`config.mk`:
```
export PLATFORM = sky130hd
export DESIGN_NAME = tos_sequencer
export DESIGN_NICKNAME = d
export VERILOG_FILES = /design/src/tos_pkg.sv /design/src/tos_bus_master.sv /design/src/tos_loop_split.sv /design/src/tos_sequencer.sv
export SDC_FILE = /design/constraint.sdc
export NUM_CORES = 2
export LEC_CHECK = 0
export BUFFER_PORTS_ARGS = -buffer_cell sky130_fd_sc_hd__clkbuf_2
export CORE_MARGIN = 4
export CORE_UTILIZATION = 40
export DETAILED_ROUTE_END_ITERATION = 8
export GPL_TIMING_DRIVEN = 1
export PLACE_DENSITY = 0.58
export SYNTH_ARGS = -nofsm -noshare
export SYNTH_HDL_FRONTEND = slang
export SYNTH_SLANG_ARGS = --single-unit
```
`constraint.sdc`:
```
create_clock -name core_clk -period 162.3 [get_ports core_clk]
set_input_delay 24.345 -clock core_clk [delete_from_list [all_inputs] [get_ports core_clk]]
set_output_delay 24.345 -clock core_clk [all_outputs]
set_load 0.02 [all_outputs]
```
`src/tos_pkg.sv`:
```
// tos_pkg: register map, command values and carrier types of the offload test sequencer
// assumes one word-addressed register port reaches both engine and user register block
// Overview of operation
// - wait for link bit 16 after power-up
// - poll engine busy before any test
// - two engines: one server, one client
// - prefer client mode against a PC
// - user reset, engine reset, params, release, poll
// - invalid inputs abandon test without writes
// - send: tx length, user reset, command 0
// - active open: command 2, poll conn-on high
// - passive open: no command, poll conn-on high
// - packet length, then loops of 4GB at most
// - per loop: data length, send, poll busy
// - close with command 3 after loops
// - receive: user reset, verify enable bit 1
// - receive: poll conn-on until low
// - then wait until fifo count is zero
// - length match before reading verify error
// - duplex: tx length, user reset, command 1/3
// - duplex loops aligned to packet length
// - active close: rx total, write 3, poll low
// - passive close: no command, poll low
// - duplex with a PC: passive, same size
// - duplex repeats until operator cancels
package tos_pkg;
  localparam int unsigned DEV_AW = 12;
  localparam logic [15:0] OFS_ENG_RST = 16'h0000;
  localparam logic [15:0] OFS_ENG_CMD = 16'h0004;
  localparam logic [15:0] OFS_DATA_LEN = 16'h0020;
  localparam logic [15:0] OFS_PKT_LEN = 16'h0028;
  localparam logic [15:0] OFS_TX_LEN = 16'h1000;
  localparam logic [15:0] OFS_USER_CMD = 16'h1004;
  localparam logic [15:0] OFS_USER_RST = 16'h1008;
  localparam logic [15:0] OFS_FIFO_STS = 16'h100C;
  localparam logic [15:0] OFS_RX_LEN = 16'h1010;
  localparam logic [3:0] PARAM_FIRST = 4'h2;
  localparam logic [3:0] PARAM_LAST = 4'hE;
  localparam int unsigned BIT_LINK = 16;
  localparam int unsigned BIT_BUSY = 0;
  localparam int unsigned BIT_VERR = 1;
  localparam int unsigned BIT_CONN = 2;
  localparam int unsigned FIFO_CNT_W = 16;
  localparam logic [31:0] CMD_SEND = 32'h0000_0000;
  localparam logic [31:0] CMD_OPEN = 32'h0000_0002;
  localparam logic [31:0] CMD_CLOSE = 32'h0000_0003;
  localparam logic [31:0] UCMD_TX_START = 32'h0000_0000;
  localparam logic [31:0] UCMD_DPX = 32'h0000_0001;
  localparam logic [31:0] UCMD_DPX_VER = 32'h0000_0003;
  localparam logic [31:0] UCMD_CLOSE = 32'h0000_0003;
  localparam logic [31:0] RST_PULSE = 32'h0000_0001;
  localparam logic [31:0] RST_RELEASE = 32'h0000_0000;
  // largest qword multiple below 4GB, the data length register being 32 bits
  localparam logic [31:0] LOOP_MAX = 32'hFFFF_FFF8;
  localparam int unsigned QW_SHIFT = 3;
  localparam logic [7:0] SW_CTRL = 8'h00;
  localparam logic [7:0] SW_STATUS = 8'h04;
  localparam logic [7:0] SW_SIZE_LO = 8'h08;
  localparam logic [7:0] SW_SIZE_HI = 8'h0C;
  localparam logic [7:0] SW_PKT = 8'h10;
  localparam logic [7:0] SW_RXLEN = 8'h14;
  localparam logic [7:0] SW_LOOPS = 8'h18;
  localparam logic [7:0] SW_PARAM = 8'h40;
  localparam int unsigned CTRL_ACTIVE = 3;
  localparam int unsigned CTRL_VERIFY = 4;
  localparam int unsigned CTRL_CANCEL = 5;
  typedef enum logic [2:0] {OP_NONE, OP_INIT, OP_SEND, OP_RECV, OP_DPX} tos_op_t;
  typedef struct packed {
    logic wr;
    logic [DEV_AW-1:0] addr;
    logic [31:0] data;
  } tos_acc_t;
  typedef struct packed {
    logic wr_en;
    logic rd_req;
    logic [DEV_AW-1:0] addr;
    logic [31:0] wr_data;
    logic [3:0] wr_be;
  } tos_dev_t;
  function automatic logic [DEV_AW-1:0] word_addr(input logic [15:0] ofs);
    return ofs[DEV_AW+1:2];
  endfunction : word_addr
endpackage : tos_pkg

```
`src/tos_bus_master.sv`:
```
// tos_bus_master: one register access at a time on the shared register port
// assumes a write takes one cycle and a read answers with its valid strobe
module tos_bus_master import tos_pkg::*; (
  input wire logic core_clk,
  input wire logic resetn,
  input wire logic start,
  input wire tos_acc_t acc,
  input wire logic dev_rd_valid,
  input wire logic [31:0] dev_rd_data,
  output tos_dev_t dev_q,
  output logic done_q,
  output logic [31:0] rd_data_q
);
  logic wait_q;
  wire logic start_wr = start && acc.wr;
  wire logic start_rd = start && !acc.wr;
  // a read with no answer hangs here; the register block always answers
  wire logic rd_back = wait_q && dev_rd_valid;

  always_ff @(posedge core_clk or negedge resetn) begin
    if (!resetn) begin
      dev_q <= '0;
      done_q <= 1'b0;
      wait_q <= 1'b0;
      rd_data_q <= '0;
    end else begin
      dev_q.wr_en <= start_wr;
      dev_q.rd_req <= start_rd;
      dev_q.wr_be <= {4{start_wr}};
      if (start) begin
        dev_q.addr <= acc.addr;
        dev_q.wr_data <= acc.wr ? acc.data : '0;
      end
      wait_q <= start_rd || (wait_q && !dev_rd_valid);
      done_q <= start_wr || rd_back;
      if (rd_back) begin
        rd_data_q <= dev_rd_data;
      end
    end
  end
endmodule : tos_bus_master

```
`src/tos_loop_split.sv`:
```
// tos_loop_split: size of the next send loop from the bytes still to go
// assumes the packet length is nonzero whenever alignment is asked for
module tos_loop_split import tos_pkg::*; #(
  parameter int unsigned SW = 48
) (
  input wire logic [SW-1:0] remain,
  input wire logic [15:0] pkt_len,
  input wire logic align,
  output logic [31:0] chunk,
  output logic last
);
  wire logic [31:0] pkt_ext = {16'h0000, pkt_len};
  wire logic [31:0] pmod = (pkt_len == '0) ? '0 : LOOP_MAX % pkt_ext;
  wire logic [31:0] cap = align ? LOOP_MAX - pmod : LOOP_MAX;
  assign last = remain <= SW'(cap);
  assign chunk = last ? remain[31:0] : cap;
endmodule : tos_loop_split

```
`src/tos_sequencer.sv`:
```
// tos_sequencer: test sequencer driving the offload engine and its user register block
// assumes the device answers reads one cycle after the request, software obeys idle
module tos_sequencer import tos_pkg::*; #(
  parameter int unsigned SIZE_W = 48,
  parameter int unsigned PARAM_N = 16
) (
  input wire logic core_clk,
  input wire logic resetn,
  input wire logic [7:0] sw_addr,
  input wire logic [31:0] sw_wdata,
  input wire logic sw_wr,
  input wire logic sw_rd,
  output logic [31:0] sw_rdata_q,
  output tos_dev_t dev_q,
  input wire logic dev_rd_valid,
  input wire logic [31:0] dev_rd_data
);
  typedef enum logic [4:0] {
    S_LINK, S_IDLE, S_I_URST, S_I_ERST, S_I_PARAM, S_I_EREL, S_I_BUSY,
    S_T_TXLEN, S_T_URST, S_T_UCMD, S_OPEN, S_CONN_ON, S_PKL, S_TDL, S_SEND,
    S_SEND_BUSY, S_CLOSE, S_RX_WAIT, S_FCLOSE, S_CONN_OFF, S_FIFO, S_RXLEN,
    S_VERR, S_FINISH
  } tos_state_t;

  tos_state_t state_q, state_d;
  tos_op_t op_q, req_op;
  logic active_q, verify_q, cancel_q, ready_q, linked_q, conn_q, err_q, done_q;
  logic issued_q, last_q, acc_need, acc_done, split_last;
  logic [SIZE_W-1:0] size_q, remain_q;
  logic [15:0] pkt_q;
  logic [31:0] rx_len_q, loops_q, acc_rd, chunk;
  logic [3:0] pidx_q;
  logic [31:0] param_mem [PARAM_N];
  tos_acc_t acc;

  // software side decode
  assign req_op = tos_op_t'(sw_wdata[2:0]);
  wire logic idle = state_q == S_IDLE;
  wire logic sw_ctrl_wr = sw_wr && sw_addr == SW_CTRL;
  wire logic sw_param = sw_addr[7:6] == SW_PARAM[7:6];
  wire logic go = sw_ctrl_wr && idle && req_op != OP_NONE;
  wire logic [SIZE_W-1:0] qwords = size_q >> QW_SHIFT;
  wire logic [31:0] qw32 = qwords[31:0];
  wire logic size_ok = size_q != '0 && size_q[QW_SHIFT-1:0] == '0
    && (qwords >> 32) == '0;
  wire logic pkt_ok = pkt_q != '0 || req_op == OP_RECV;
  wire logic args_ok = req_op == OP_INIT || (ready_q && size_ok && pkt_ok);
  wire logic is_dpx = op_q == OP_DPX;
  wire logic acc_start = !issued_q && acc_need;
  wire logic stop = cancel_q && !issued_q;

  // answers from the device
  wire logic busy_rd = acc_rd[BIT_BUSY];
  wire logic conn_rd = acc_rd[BIT_CONN];
  wire logic fifo_zero = acc_rd[FIFO_CNT_W-1:0] == '0;
  wire logic rx_match = acc_rd == qw32;

  tos_bus_master u_master (
    .core_clk(core_clk),
    .resetn(resetn),
    .start(acc_start),
    .acc(acc),
    .dev_rd_valid(dev_rd_valid),
    .dev_rd_data(dev_rd_data),
    .dev_q(dev_q),
    .done_q(acc_done),
    .rd_data_q(acc_rd)
  );

  tos_loop_split #(.SW(SIZE_W)) u_split (
    .remain(remain_q),
    .pkt_len(pkt_q),
    .align(is_dpx),
    .chunk(chunk),
    .last(split_last)
  );

  always_comb begin
    state_d = state_q;
    acc_need = 1'b1;
    acc = '{wr: 1'b0, addr: word_addr(OFS_USER_CMD), data: '0};
    case (state_q)
      S_LINK: begin
        acc.addr = word_addr(OFS_USER_RST);
        if (acc_done && acc_rd[BIT_LINK]) state_d = S_IDLE;
      end
      S_IDLE: begin
        acc_need = 1'b0;
        if (go && args_ok) begin
          if (req_op == OP_INIT) state_d = S_I_URST;
          else if (req_op == OP_RECV) state_d = S_T_URST;
          else state_d = S_T_TXLEN;
        end
      end
      S_I_URST: begin
        acc = '{wr: 1'b1, addr: word_addr(OFS_USER_RST), data: RST_PULSE};
        if (acc_done) state_d = S_I_ERST;
      end
      S_I_ERST: begin
        acc = '{wr: 1'b1, addr: word_addr(OFS_ENG_RST), data: RST_PULSE};
        if (acc_done) state_d = S_I_PARAM;
      end
      S_I_PARAM: begin
        // client or server mode rides in a shadow word; software keeps two engines apart
        acc = '{wr: 1'b1, addr: DEV_AW'(pidx_q), data: param_mem[pidx_q]};
        if (acc_done && pidx_q == PARAM_LAST) state_d = S_I_EREL;
      end
      S_I_EREL: begin
        acc = '{wr: 1'b1, addr: word_addr(OFS_ENG_RST), data: RST_RELEASE};
        if (acc_done) state_d = S_I_BUSY;
      end
      S_I_BUSY: begin
        acc.addr = word_addr(OFS_ENG_CMD);
        if (acc_done && !busy_rd) state_d = S_FINISH;
      end
      S_T_TXLEN: begin
        acc = '{wr: 1'b1, addr: word_addr(OFS_TX_LEN), data: qw32};
        if (acc_done) state_d = S_T_URST;
      end
      S_T_URST: begin
        acc = '{wr: 1'b1, addr: word_addr(OFS_USER_RST), data: RST_PULSE};
        if (acc_done) state_d = S_T_UCMD;
      end
      S_T_UCMD: begin
        acc.wr = 1'b1;
        acc.data = (op_q == OP_SEND) ? UCMD_TX_START
          : (verify_q ? UCMD_DPX_VER : UCMD_DPX);
        if (acc_done) state_d = active_q ? S_OPEN : S_CONN_ON;
      end
      S_OPEN: begin
        acc = '{wr: 1'b1, addr: word_addr(OFS_ENG_CMD), data: CMD_OPEN};
        if (acc_done) state_d = S_CONN_ON;
      end
      S_CONN_ON: begin
        if (stop) begin
          acc_need = 1'b0;
          state_d = S_IDLE;
        end else if (acc_done && conn_rd) begin
          state_d = (op_q == OP_RECV) ? S_CONN_OFF : S_PKL;
        end
      end
      S_PKL: begin
        acc = '{wr: 1'b1, addr: word_addr(OFS_PKT_LEN), data: {16'h0000, pkt_q}};
        if (acc_done) state_d = S_TDL;
      end
      S_TDL: begin
        acc = '{wr: 1'b1, addr: word_addr(OFS_DATA_LEN), data: chunk};
        if (acc_done) state_d = S_SEND;
      end
      S_SEND: begin
        acc = '{wr: 1'b1, addr: word_addr(OFS_ENG_CMD), data: CMD_SEND};
        if (acc_done) state_d = S_SEND_BUSY;
      end
      S_SEND_BUSY: begin
        // never abandoned: a send in flight must finish before any exit
        acc.addr = word_addr(OFS_ENG_CMD);
        if (acc_done && !busy_rd) begin
          if (!last_q) state_d = S_TDL;
          else if (!is_dpx) state_d = S_CLOSE;
          else if (active_q) state_d = S_RX_WAIT;
          else state_d = S_CONN_OFF;
        end
      end
      S_CLOSE: begin
        acc = '{wr: 1'b1, addr: word_addr(OFS_ENG_CMD), data: CMD_CLOSE};
        if (acc_done) state_d = S_FINISH;
      end
      S_RX_WAIT: begin
        acc.addr = word_addr(OFS_RX_LEN);
        if (stop) begin
          acc_need = 1'b0;
          state_d = S_IDLE;
        end else if (acc_done && rx_match) begin
          state_d = S_FCLOSE;
        end
      end
      S_FCLOSE: begin
        acc = '{wr: 1'b1, addr: word_addr(OFS_USER_CMD), data: UCMD_CLOSE};
        if (acc_done) state_d = S_CONN_OFF;
      end
      S_CONN_OFF: begin
        if (stop) begin
          acc_need = 1'b0;
          state_d = S_IDLE;
        end else if (acc_done && !conn_rd) begin
          state_d = S_FIFO;
        end
      end
      S_FIFO: begin
        acc.addr = word_addr(OFS_FIFO_STS);
        if (stop) begin
          acc_need = 1'b0;
          state_d = S_IDLE;
        end else if (acc_done && fifo_zero) begin
          state_d = S_RXLEN;
        end
      end
      S_RXLEN: begin
        acc.addr = word_addr(OFS_RX_LEN);
        if (acc_done) state_d = rx_match ? S_VERR : S_FINISH;
      end
      S_VERR: begin
        if (acc_done) state_d = S_FINISH;
      end
      S_FINISH: begin
        acc_need = 1'b0;
        state_d = (is_dpx && !cancel_q) ? S_T_TXLEN : S_IDLE;
      end
      default: begin
        acc_need = 1'b0;
        state_d = S_IDLE;
      end
    endcase
  end

  always_ff @(posedge core_clk or negedge resetn) begin
    if (!resetn) begin
      state_q <= S_LINK;
      issued_q <= 1'b0;
    end else begin
      state_q <= state_d;
      issued_q <= (issued_q || acc_start) && !acc_done;
    end
  end

  // orders from software; sizes are frozen while a test runs
  always_ff @(posedge core_clk or negedge resetn) begin
    if (!resetn) begin
      op_q <= OP_NONE;
      active_q <= 1'b0;
      verify_q <= 1'b0;
      cancel_q <= 1'b0;
      size_q <= '0;
      pkt_q <= '0;
    end else begin
      if (go) begin
        op_q <= req_op;
        active_q <= sw_wdata[CTRL_ACTIVE];
        verify_q <= sw_wdata[CTRL_VERIFY];
      end
      cancel_q <= !go && (cancel_q || (sw_ctrl_wr && sw_wdata[CTRL_CANCEL] && !idle));
      if (sw_wr && idle && sw_addr == SW_SIZE_LO) size_q[31:0] <= sw_wdata;
      if (sw_wr && idle && sw_addr == SW_SIZE_HI) size_q[SIZE_W-1:32] <= sw_wdata[SIZE_W-33:0];
      if (sw_wr && idle && sw_addr == SW_PKT) pkt_q <= sw_wdata[15:0];
    end
  end

  // progress and results of the running test
  always_ff @(posedge core_clk or negedge resetn) begin
    if (!resetn) begin
      linked_q <= 1'b0;
      ready_q <= 1'b0;
      conn_q <= 1'b0;
      err_q <= 1'b0;
      done_q <= 1'b0;
      rx_len_q <= '0;
      remain_q <= '0;
      loops_q <= '0;
      last_q <= 1'b0;
      pidx_q <= PARAM_FIRST;
    end else begin
      if (state_q == S_LINK && acc_done && acc_rd[BIT_LINK]) linked_q <= 1'b1;
      if (state_q == S_I_BUSY && acc_done && !busy_rd) ready_q <= 1'b1;
      else if (go && req_op == OP_INIT) ready_q <= 1'b0;
      if (acc_done && !acc.wr && acc.addr == word_addr(OFS_USER_CMD)) conn_q <= conn_rd;
      if (go) err_q <= !args_ok;
      else if (state_q == S_RXLEN && acc_done && !rx_match) err_q <= 1'b1;
      else if (state_q == S_VERR && acc_done && acc_rd[BIT_VERR]) err_q <= 1'b1;
      done_q <= !go && (done_q || (state_q == S_FINISH && state_d == S_IDLE));
      if (acc_done && (state_q == S_RXLEN || state_q == S_RX_WAIT)) rx_len_q <= acc_rd;
      if (state_q == S_PKL && acc_done) begin
        remain_q <= size_q;
        loops_q <= '0;
      end else if (state_q == S_TDL && acc_done) begin
        remain_q <= remain_q - SIZE_W'(chunk);
        loops_q <= loops_q + 32'h0000_0001;
        last_q <= split_last;
      end
      if (state_q == S_I_ERST) pidx_q <= PARAM_FIRST;
      else if (state_q == S_I_PARAM && acc_done) pidx_q <= pidx_q + 4'h1;
    end
  end

  // engine parameter shadows, written by software only while idle
  always_ff @(posedge core_clk) begin
    if (sw_wr && idle && sw_param) param_mem[sw_addr[5:2]] <= sw_wdata;
  end

  wire logic busy = !idle && state_q != S_LINK;
  wire logic [31:0] status = {16'h0000, 3'b000, state_q, 2'b00, conn_q, ready_q,
    linked_q, err_q, done_q, busy};
  wire logic [31:0] ctrl_rd = {26'h000_0000, verify_q, active_q, 1'b0, op_q};
  wire logic [31:0] rd_mux = sw_param ? param_mem[sw_addr[5:2]]
    : sw_addr == SW_CTRL ? ctrl_rd
    : sw_addr == SW_STATUS ? status
    : sw_addr == SW_SIZE_LO ? size_q[31:0]
    : sw_addr == SW_SIZE_HI ? 32'(size_q >> 32)
    : sw_addr == SW_PKT ? {16'h0000, pkt_q}
    : sw_addr == SW_RXLEN ? rx_len_q
    : sw_addr == SW_LOOPS ? loops_q : '0;

  always_ff @(posedge core_clk or negedge resetn) begin
    if (!resetn) sw_rdata_q <= '0;
    else sw_rdata_q <= sw_rd ? rd_mux : '0;
  end
endmodule : tos_sequencer

```
; ---- After elaboration in Yosys (flattened, before gate mapping)
; Memory sizes are Yosys's and may differ from the RTL's.
; Cells that the tools add are included.
[word_totals]
reg_bits = 311
mem_bits_rw = 512
in_bits = 77
out_inout_bits = 82
wordCells = 237
mem_count = 1
[op_classes]
n_addsub = 4
div_mod_pow = 1
magnitude_cmp = 1
n_eq_ne = 39
n_mux = 69
bitwise = 1
n_reduce_logical = 93
[memory_table]
columns = name, depth, width, read_ports, rd_clocked_by_memory_dff, write_ports, line_no
row1 = param_mem, 16, 32, 2, 0, 1, tos_sequencer.sv:33  ; logic [31:0] param_mem [PARAM_N];
[op_table]
columns = op, n
row1 = two-way mux 32 bit, 15
row2 = case mux 32 bit (8 select lines), 1
row3 = two-way mux 5 bit, 28
row4 = case mux 5 bit (23 select lines), 1
row5 = case mux 11 bit (9 select lines), 1
row6 = two-way mux 48 bit, 2
row7 = logical AND 1 bit, 49
row8 = <= comparator 48 x 32 -> 1 bit, 1
row9 = zero test 48 bit, 1
row10 = nonzero test 48 bit, 1
row11 = subtractor 48 x 32 -> 48 bit, 1
row12 = "equality test 5 x 4 -> 1 bit, second input constant", 8
row13 = "equality test 5 bit, second input constant", 8
row14 = "adder 32 x 1 -> 32 bit, second input constant", 1
row15 = equality test 32 bit, 1
row16 = zero test 16 bit, 2
row17 = "modulo 32 x 16 -> 32 bit, first input constant", 1
row18 = "subtractor 32 bit, first input constant", 1
row19 = "equality test 8 x 5 -> 1 bit, second input constant", 3
row20 = "equality test 5 x 3 -> 1 bit, second input constant", 4
row21 = OR reduction 18 bit, 1
row22 = "equality test 8 x 4 -> 1 bit, second input constant", 2
row23 = two-way mux 4 bit, 4
row24 = nonzero test 16 bit, 1
row25 = 29 further kinds, 70

; ---- Depth between registers and ports, before layout
[logic_depth]
word_depth = 13
mapped_depth = 543
depth_no_buf = 499

; ---- Hierarchy
; From an unflattened synthesis, not the netlist that was laid out.
[hier_totals]
cells_unflattened = 7106
area_unflattened_um2 = 69370.3
[by_module_without_submodules]
columns = mod, n_inst, cells_each, area_per_inst_um2
row1 = tos_sequencer, 1, 2585, 37440.9
row2 = tos_loop_split, 1, 4279, 28713.8
row3 = tos_bus_master, 1, 242, 3215.6

; ---- Worst setup path before layout
; OpenSTA, ideal clock, no wires.
[synth_path]
path_type = register to register
startpoint = register pkt_q[0]
endpoint = register remain_q[41]
setup_time_ns = 0.136
arrival_time_ns = 95.007
required_ns = 162.164
slack_ns = 67.157
path_stages_with_launch = 518
path_buffers = 59
synth_period_minus_slack_ns = 95.143
cell_sequence = dfrtp_1 buf_6 buf_6 buf_2 clkbuf_1 clkbuf_1 clkbuf_1 clkbuf_1 clkbuf_1 clkbuf_1 nand4_1 ha_1 or3b_1 a2111o_1 ha_1 nor2_1 a311oi_1 mux2_2 [... 482 more ...] a21oi_1 nor2b_1 o21ai_0 nand2b_1 a21o_1 a21o_1 a21o_1 a21o_1 a21o_1 a21o_1 a21o_1 a21o_1 a21o_1 a21o_1 a21oi_1 nand2_1 o32ai_1 a21oi_1
[synth_via]
elab_chain_cells = 9
word_cells_on_any_way = 10
[synth_lines]
columns = element, line_no
row1 = "start, declared", tos_sequencer.sv:30  ; logic [15:0] pkt_q;
row2 = "start signal, assigned", tos_sequencer.sv:244  ; if (sw_wr && idle && sw_addr == SW_PKT) pkt_q <= sw_wdata[15:0];
row3 = modulo 32 x 16 -> 32 bit or zero test 16 bit (tied branches), tos_loop_split.sv:13  ; wire logic [31:0] pmod = (pkt_len == '0) ? '0 : LOOP_MAX % pkt_ext;
row4 = two-way mux 32 bit *, tos_loop_split.sv:13
row5 = subtractor 32 bit *, tos_loop_split.sv:14  ; wire logic [31:0] cap = align ? LOOP_MAX - pmod : LOOP_MAX;
row6 = two-way mux 32 bit *, tos_loop_split.sv:14
row7 = <= comparator 48 x 32 -> 1 bit, tos_loop_split.sv:15  ; assign last = remain <= SW'(cap);
row8 = two-way mux 32 bit *, tos_loop_split.sv:16  ; assign chunk = last ? remain[31:0] : cap;
row9 = subtractor 48 x 32 -> 48 bit *, tos_sequencer.sv:275  ; remain_q <= remain_q - SIZE_W'(chunk);
row10 = two-way mux 48 bit *, tos_sequencer.sv:274  ; end else if (state_q == S_TDL && acc_done) begin
row11 = two-way mux 48 bit *, tos_sequencer.sv:271  ; if (state_q == S_PKL && acc_done) begin
row12 = "end signal, assigned", tos_sequencer.sv:272  ; remain_q <= size_q;
row13 = "end signal, assigned", tos_sequencer.sv:275
row14 = "end, declared", tos_sequencer.sv:29  ; logic [SIZE_W-1:0] size_q, remain_q;
; Mark *: on every way between the ends. The rest lies on a longest branch, timed or not. The select of a mux whose other input is x is not followed.
; A chain may end at the register's enable or synchronous reset.

; ---- Worst setup path in the final report
[layout_path]
startpoint = register pkt_q[15]
endpoint = register remain_q[45]
; The elaborated chain is that of the path after synthesis.

==> results.sh <==
export IMPL_post_drt_wl_per_cell_um=24.9
export IMPL_max_cap_violations=0
export IMPL_antenna_found_initial=12
export IMPL_critPathKind="flip-flop to flip-flop"
export IMPL_stdcell_area_um2=73800
export IMPL_worstPathMaxFanout=36
export IMPL_clock_sinks=815
export IMPL_place_area_um2=70800
export IMPL_clock_latency_ns=0.68
export IMPL_fin_crit_sh=0.645
export IMPL_syn_area_um2=67500
export IMPL_yosysTopAreaCell="edfxtp_1"
export IMPL_synth_area_top_cells="edfxtp_1 (23%), dfrtp_1 (11%), mux4_2 (10%), ha_1 (7.9%), a21oi_1 (4.2%)"
export IMPL_drive_gt1_frac=0.158
export IMPL_setup_viol=0
export IMPL_yosysMostFrequentCell="nor2_1"
export IMPL_yosysTopAreaCellShare=0.228
export IMPL_track_usage=0.254
export IMPL_worst_slew_pin_slew_ns=1.28
export IMPL_initial_core_util=0.403
export IMPL_synth_common_cells="nor2_1 (596), a21oi_1 (561), nand2_1 (536)"
export IMPL_grt_first_pass_wirelength_um=345000
export IMPL_cts_resized=0
export IMPL_fin_setup_tns_ns=0
export IMPL_post_route_min_period_ns=104.66
export IMPL_first_pass_iters=7
export IMPL_nets=7409
export IMPL_ys_ff_latch=815
export IMPL_cts_made_buffers=89
export IMPL_synth_async_reset_ratio=0.372
export IMPL_hpwl_um=165000
export IMPL_die_h_um=419
export IMPL_grt_pass1_vias=55700
export IMPL_synthCells=6856
export IMPL_postCtsSetupBuffers=0
export IMPL_cts_root_buf="clkbuf_16"
export IMPL_io_pins=159
export IMPL_synth_edf_count=512
export IMPL_critPathArrivalTime_ns=105.17
export IMPL_cts_tree="built"
export IMPL_critical_path_top_delay_family="compound AO/OA/AOI/OAI gates"
export IMPL_die_w_um=419
export IMPL_outcome="finished, final reports clean"
export IMPL_end_kind="flip-flop"
export IMPL_grt_overflow_total=0
export IMPL_synth_distinct_cells=132
export IMPL_worst_ep_required_time_ns=162.81
export IMPL_hold_viol_final=0
export IMPL_synth_avg_cell_area_um2=9.85
export IMPL_num_rows=150
export IMPL_min_path_type="flip-flop to flip-flop"
export IMPL_fmaxAchievable_ghz=0.00955
export IMPL_drtIter0Drc=5488
export IMPL_timing_final_ws_setup_ns=57.64
export IMPL_coreArea_um2=168000
export IMPL_slowest_stage="nor2_1"
export IMPL_portBuffers=151
export IMPL_clk_pin_slew_ns=0.06
export IMPL_grt_max_degree=101
export IMPL_skew_ns=0.0496
export IMPL_final_max_slew_violation_count=0
export IMPL_htreeDepth=3
export IMPL_critPathMaxStageDelay_ns=0.87
export IMPL_yosysWarnings=0
export IMPL_cts_buffer_depth=3
export IMPL_dieArea_um2=175000
export IMPL_relSlewSlack=0.141
export IMPL_crit_buf_inv=13
export IMPL_yosysSeqAreaShare=0.340
export IMPL_place_gp_congestion=0.949
export IMPL_cts_hold_buf=0
export IMPL_syn_to_final_growth_pct=9.29
export IMPL_routed_wl_um=229000
export IMPL_grt_setup_unrepaired="false"
export IMPL_final_antenna_net_count=0
export IMPL_drc=0
export IMPL_synth_main_ff_cell="edfxtp_1"
export IMPL_critPathLaunchType="flip-flop"
export IMPL_post_place_ws_ns=59.34
export IMPL_viasPerCell=6.24
export IMPL_fill_cells=15900
export IMPL_vias=57300
export IMPL_crit_top_cell="a21o_1"
[through the flow]
| stage | cells | hold WS [ns] | util |
|---|---|---|---|
| after floorplan | 6862 | 0.433 | - |
| after global placement | 9016 | 0.467 | 0.423 |
| after detailed placement | 9016 | 0.471 | 0.423 |
| after CTS | 9177 | 0.492 | 0.440 |
| after global routing | 9177 | 0.507 | 0.440 |
| final | 9179 | 0.488 | 0.440 |
[worst paths after layout]
kind,cells past startpoint,slack [ns],to,start
min reg2reg,2,0.49,u_master.dev_q[17]$_DFFE_PN0P_,u_master.dev_q[17]$_DFFE_PN0P_
max in group asynchronous,3,136.18,pkt_q[0]$_DFFE_PN0P_,resetn
min in group asynchronous,1,23.74,u_master.dev_q[26]$_DFFE_PN0P_,resetn
max,482,57.64,remain_q[45]$_DFFE_PN0P_,pkt_q[15]$_DFFE_PN0P_
max reg2reg,482,57.64,remain_q[45]$_DFFE_PN0P_,pkt_q[15]$_DFFE_PN0P_
min,2,0.49,u_master.dev_q[17]$_DFFE_PN0P_,u_master.dev_q[17]$_DFFE_PN0P_
[logic make-up (layout without fill, tap and decap cells)]
kind of cell               count (synthesis)  count (layout)  synth area share
buffers and inverters                    516             627            0.0303
DFF                                      815             815             0.340
muxes                                    624             624             0.153
and+or+nand+nor                         2107            2107             0.153
adders and majority gates                429             429            0.0796
xor gates and xnor gates                 370             370            0.0480
other                                      1               9         0.0000555
AOI/OAI and AO/OA                       1994            1994             0.196
[flip-flops by register name (all words and copies together) (netlist names), 3 cells and up]
name	count
u_master.rd_data_q	32
param_mem	512
pkt_q	16
loops_q	32
sw_rdata_q	32
state_q	5
rx_len_q	32
remain_q	48
op_q	3
size_q	48
pidx_q	4
u_master.dev_q	39
[cells in the final DEF, fill, tap and decap left out, types with 23 or more instances in the layout]
cell       count
a21o_1       212
nor2b_1       46
o21a_1       104
and2_1        67
o22ai_1       80
a211oi_1      42
mux2i_1       96
inv_1        204
dfrtp_1      299
or3_1         55
nor2_1       582
a21boi_0      27
o21ai_1       32
clkbuf_2     147
o211ai_1      48
a222oi_1      31
o21bai_1      25
nand4_1       67
mux4_2       304
nand2b_1     151
nor4_1        49
o31ai_1       64
nor3_1       133
edfxtp_1     512
nand2_1      536
or2_2         48
o221ai_1      23
mux2_2       219
xnor2_1      223
xor2_1       147
and3_1        79
o21ai_0      376
nand3_1      163
a31oi_1       48
ha_1         428
clkbuf_16     93
a21oi_1      561
buf_4        108
[tightest hold or removal path, cell delays in order (launching register included)]
cell,delay [ns]
dfrtp_1,0.34
nand2_1,0.05
o21ai_0,0.06
[final cells by class]
class                      instances  area [um^2]  area share
antenna                            2         5.00   0.0000678
tap                             2204         2760      0.0374
clock buffer                     119         2490      0.0338
timing repair buffer             258         1590      0.0215
multi-input combinational       5531        42700       0.579
clock inverter                    42          485     0.00658
inverter                         208          781      0.0106
sequential                       815        23000       0.311
[routing by layer]
metal	up-vias	track usage	wire length (um)
li1	26400	-	-
met1	28400	0.333	94400
met2	2120	0.429	110000
met3	398	0.0340	15300
met4	6	0.0923	9400
met5	-	0	33
Power is left out: the tool's default activity adds up to more than one toggle a clock period on the data nets, which glitch-free logic cannot reach.
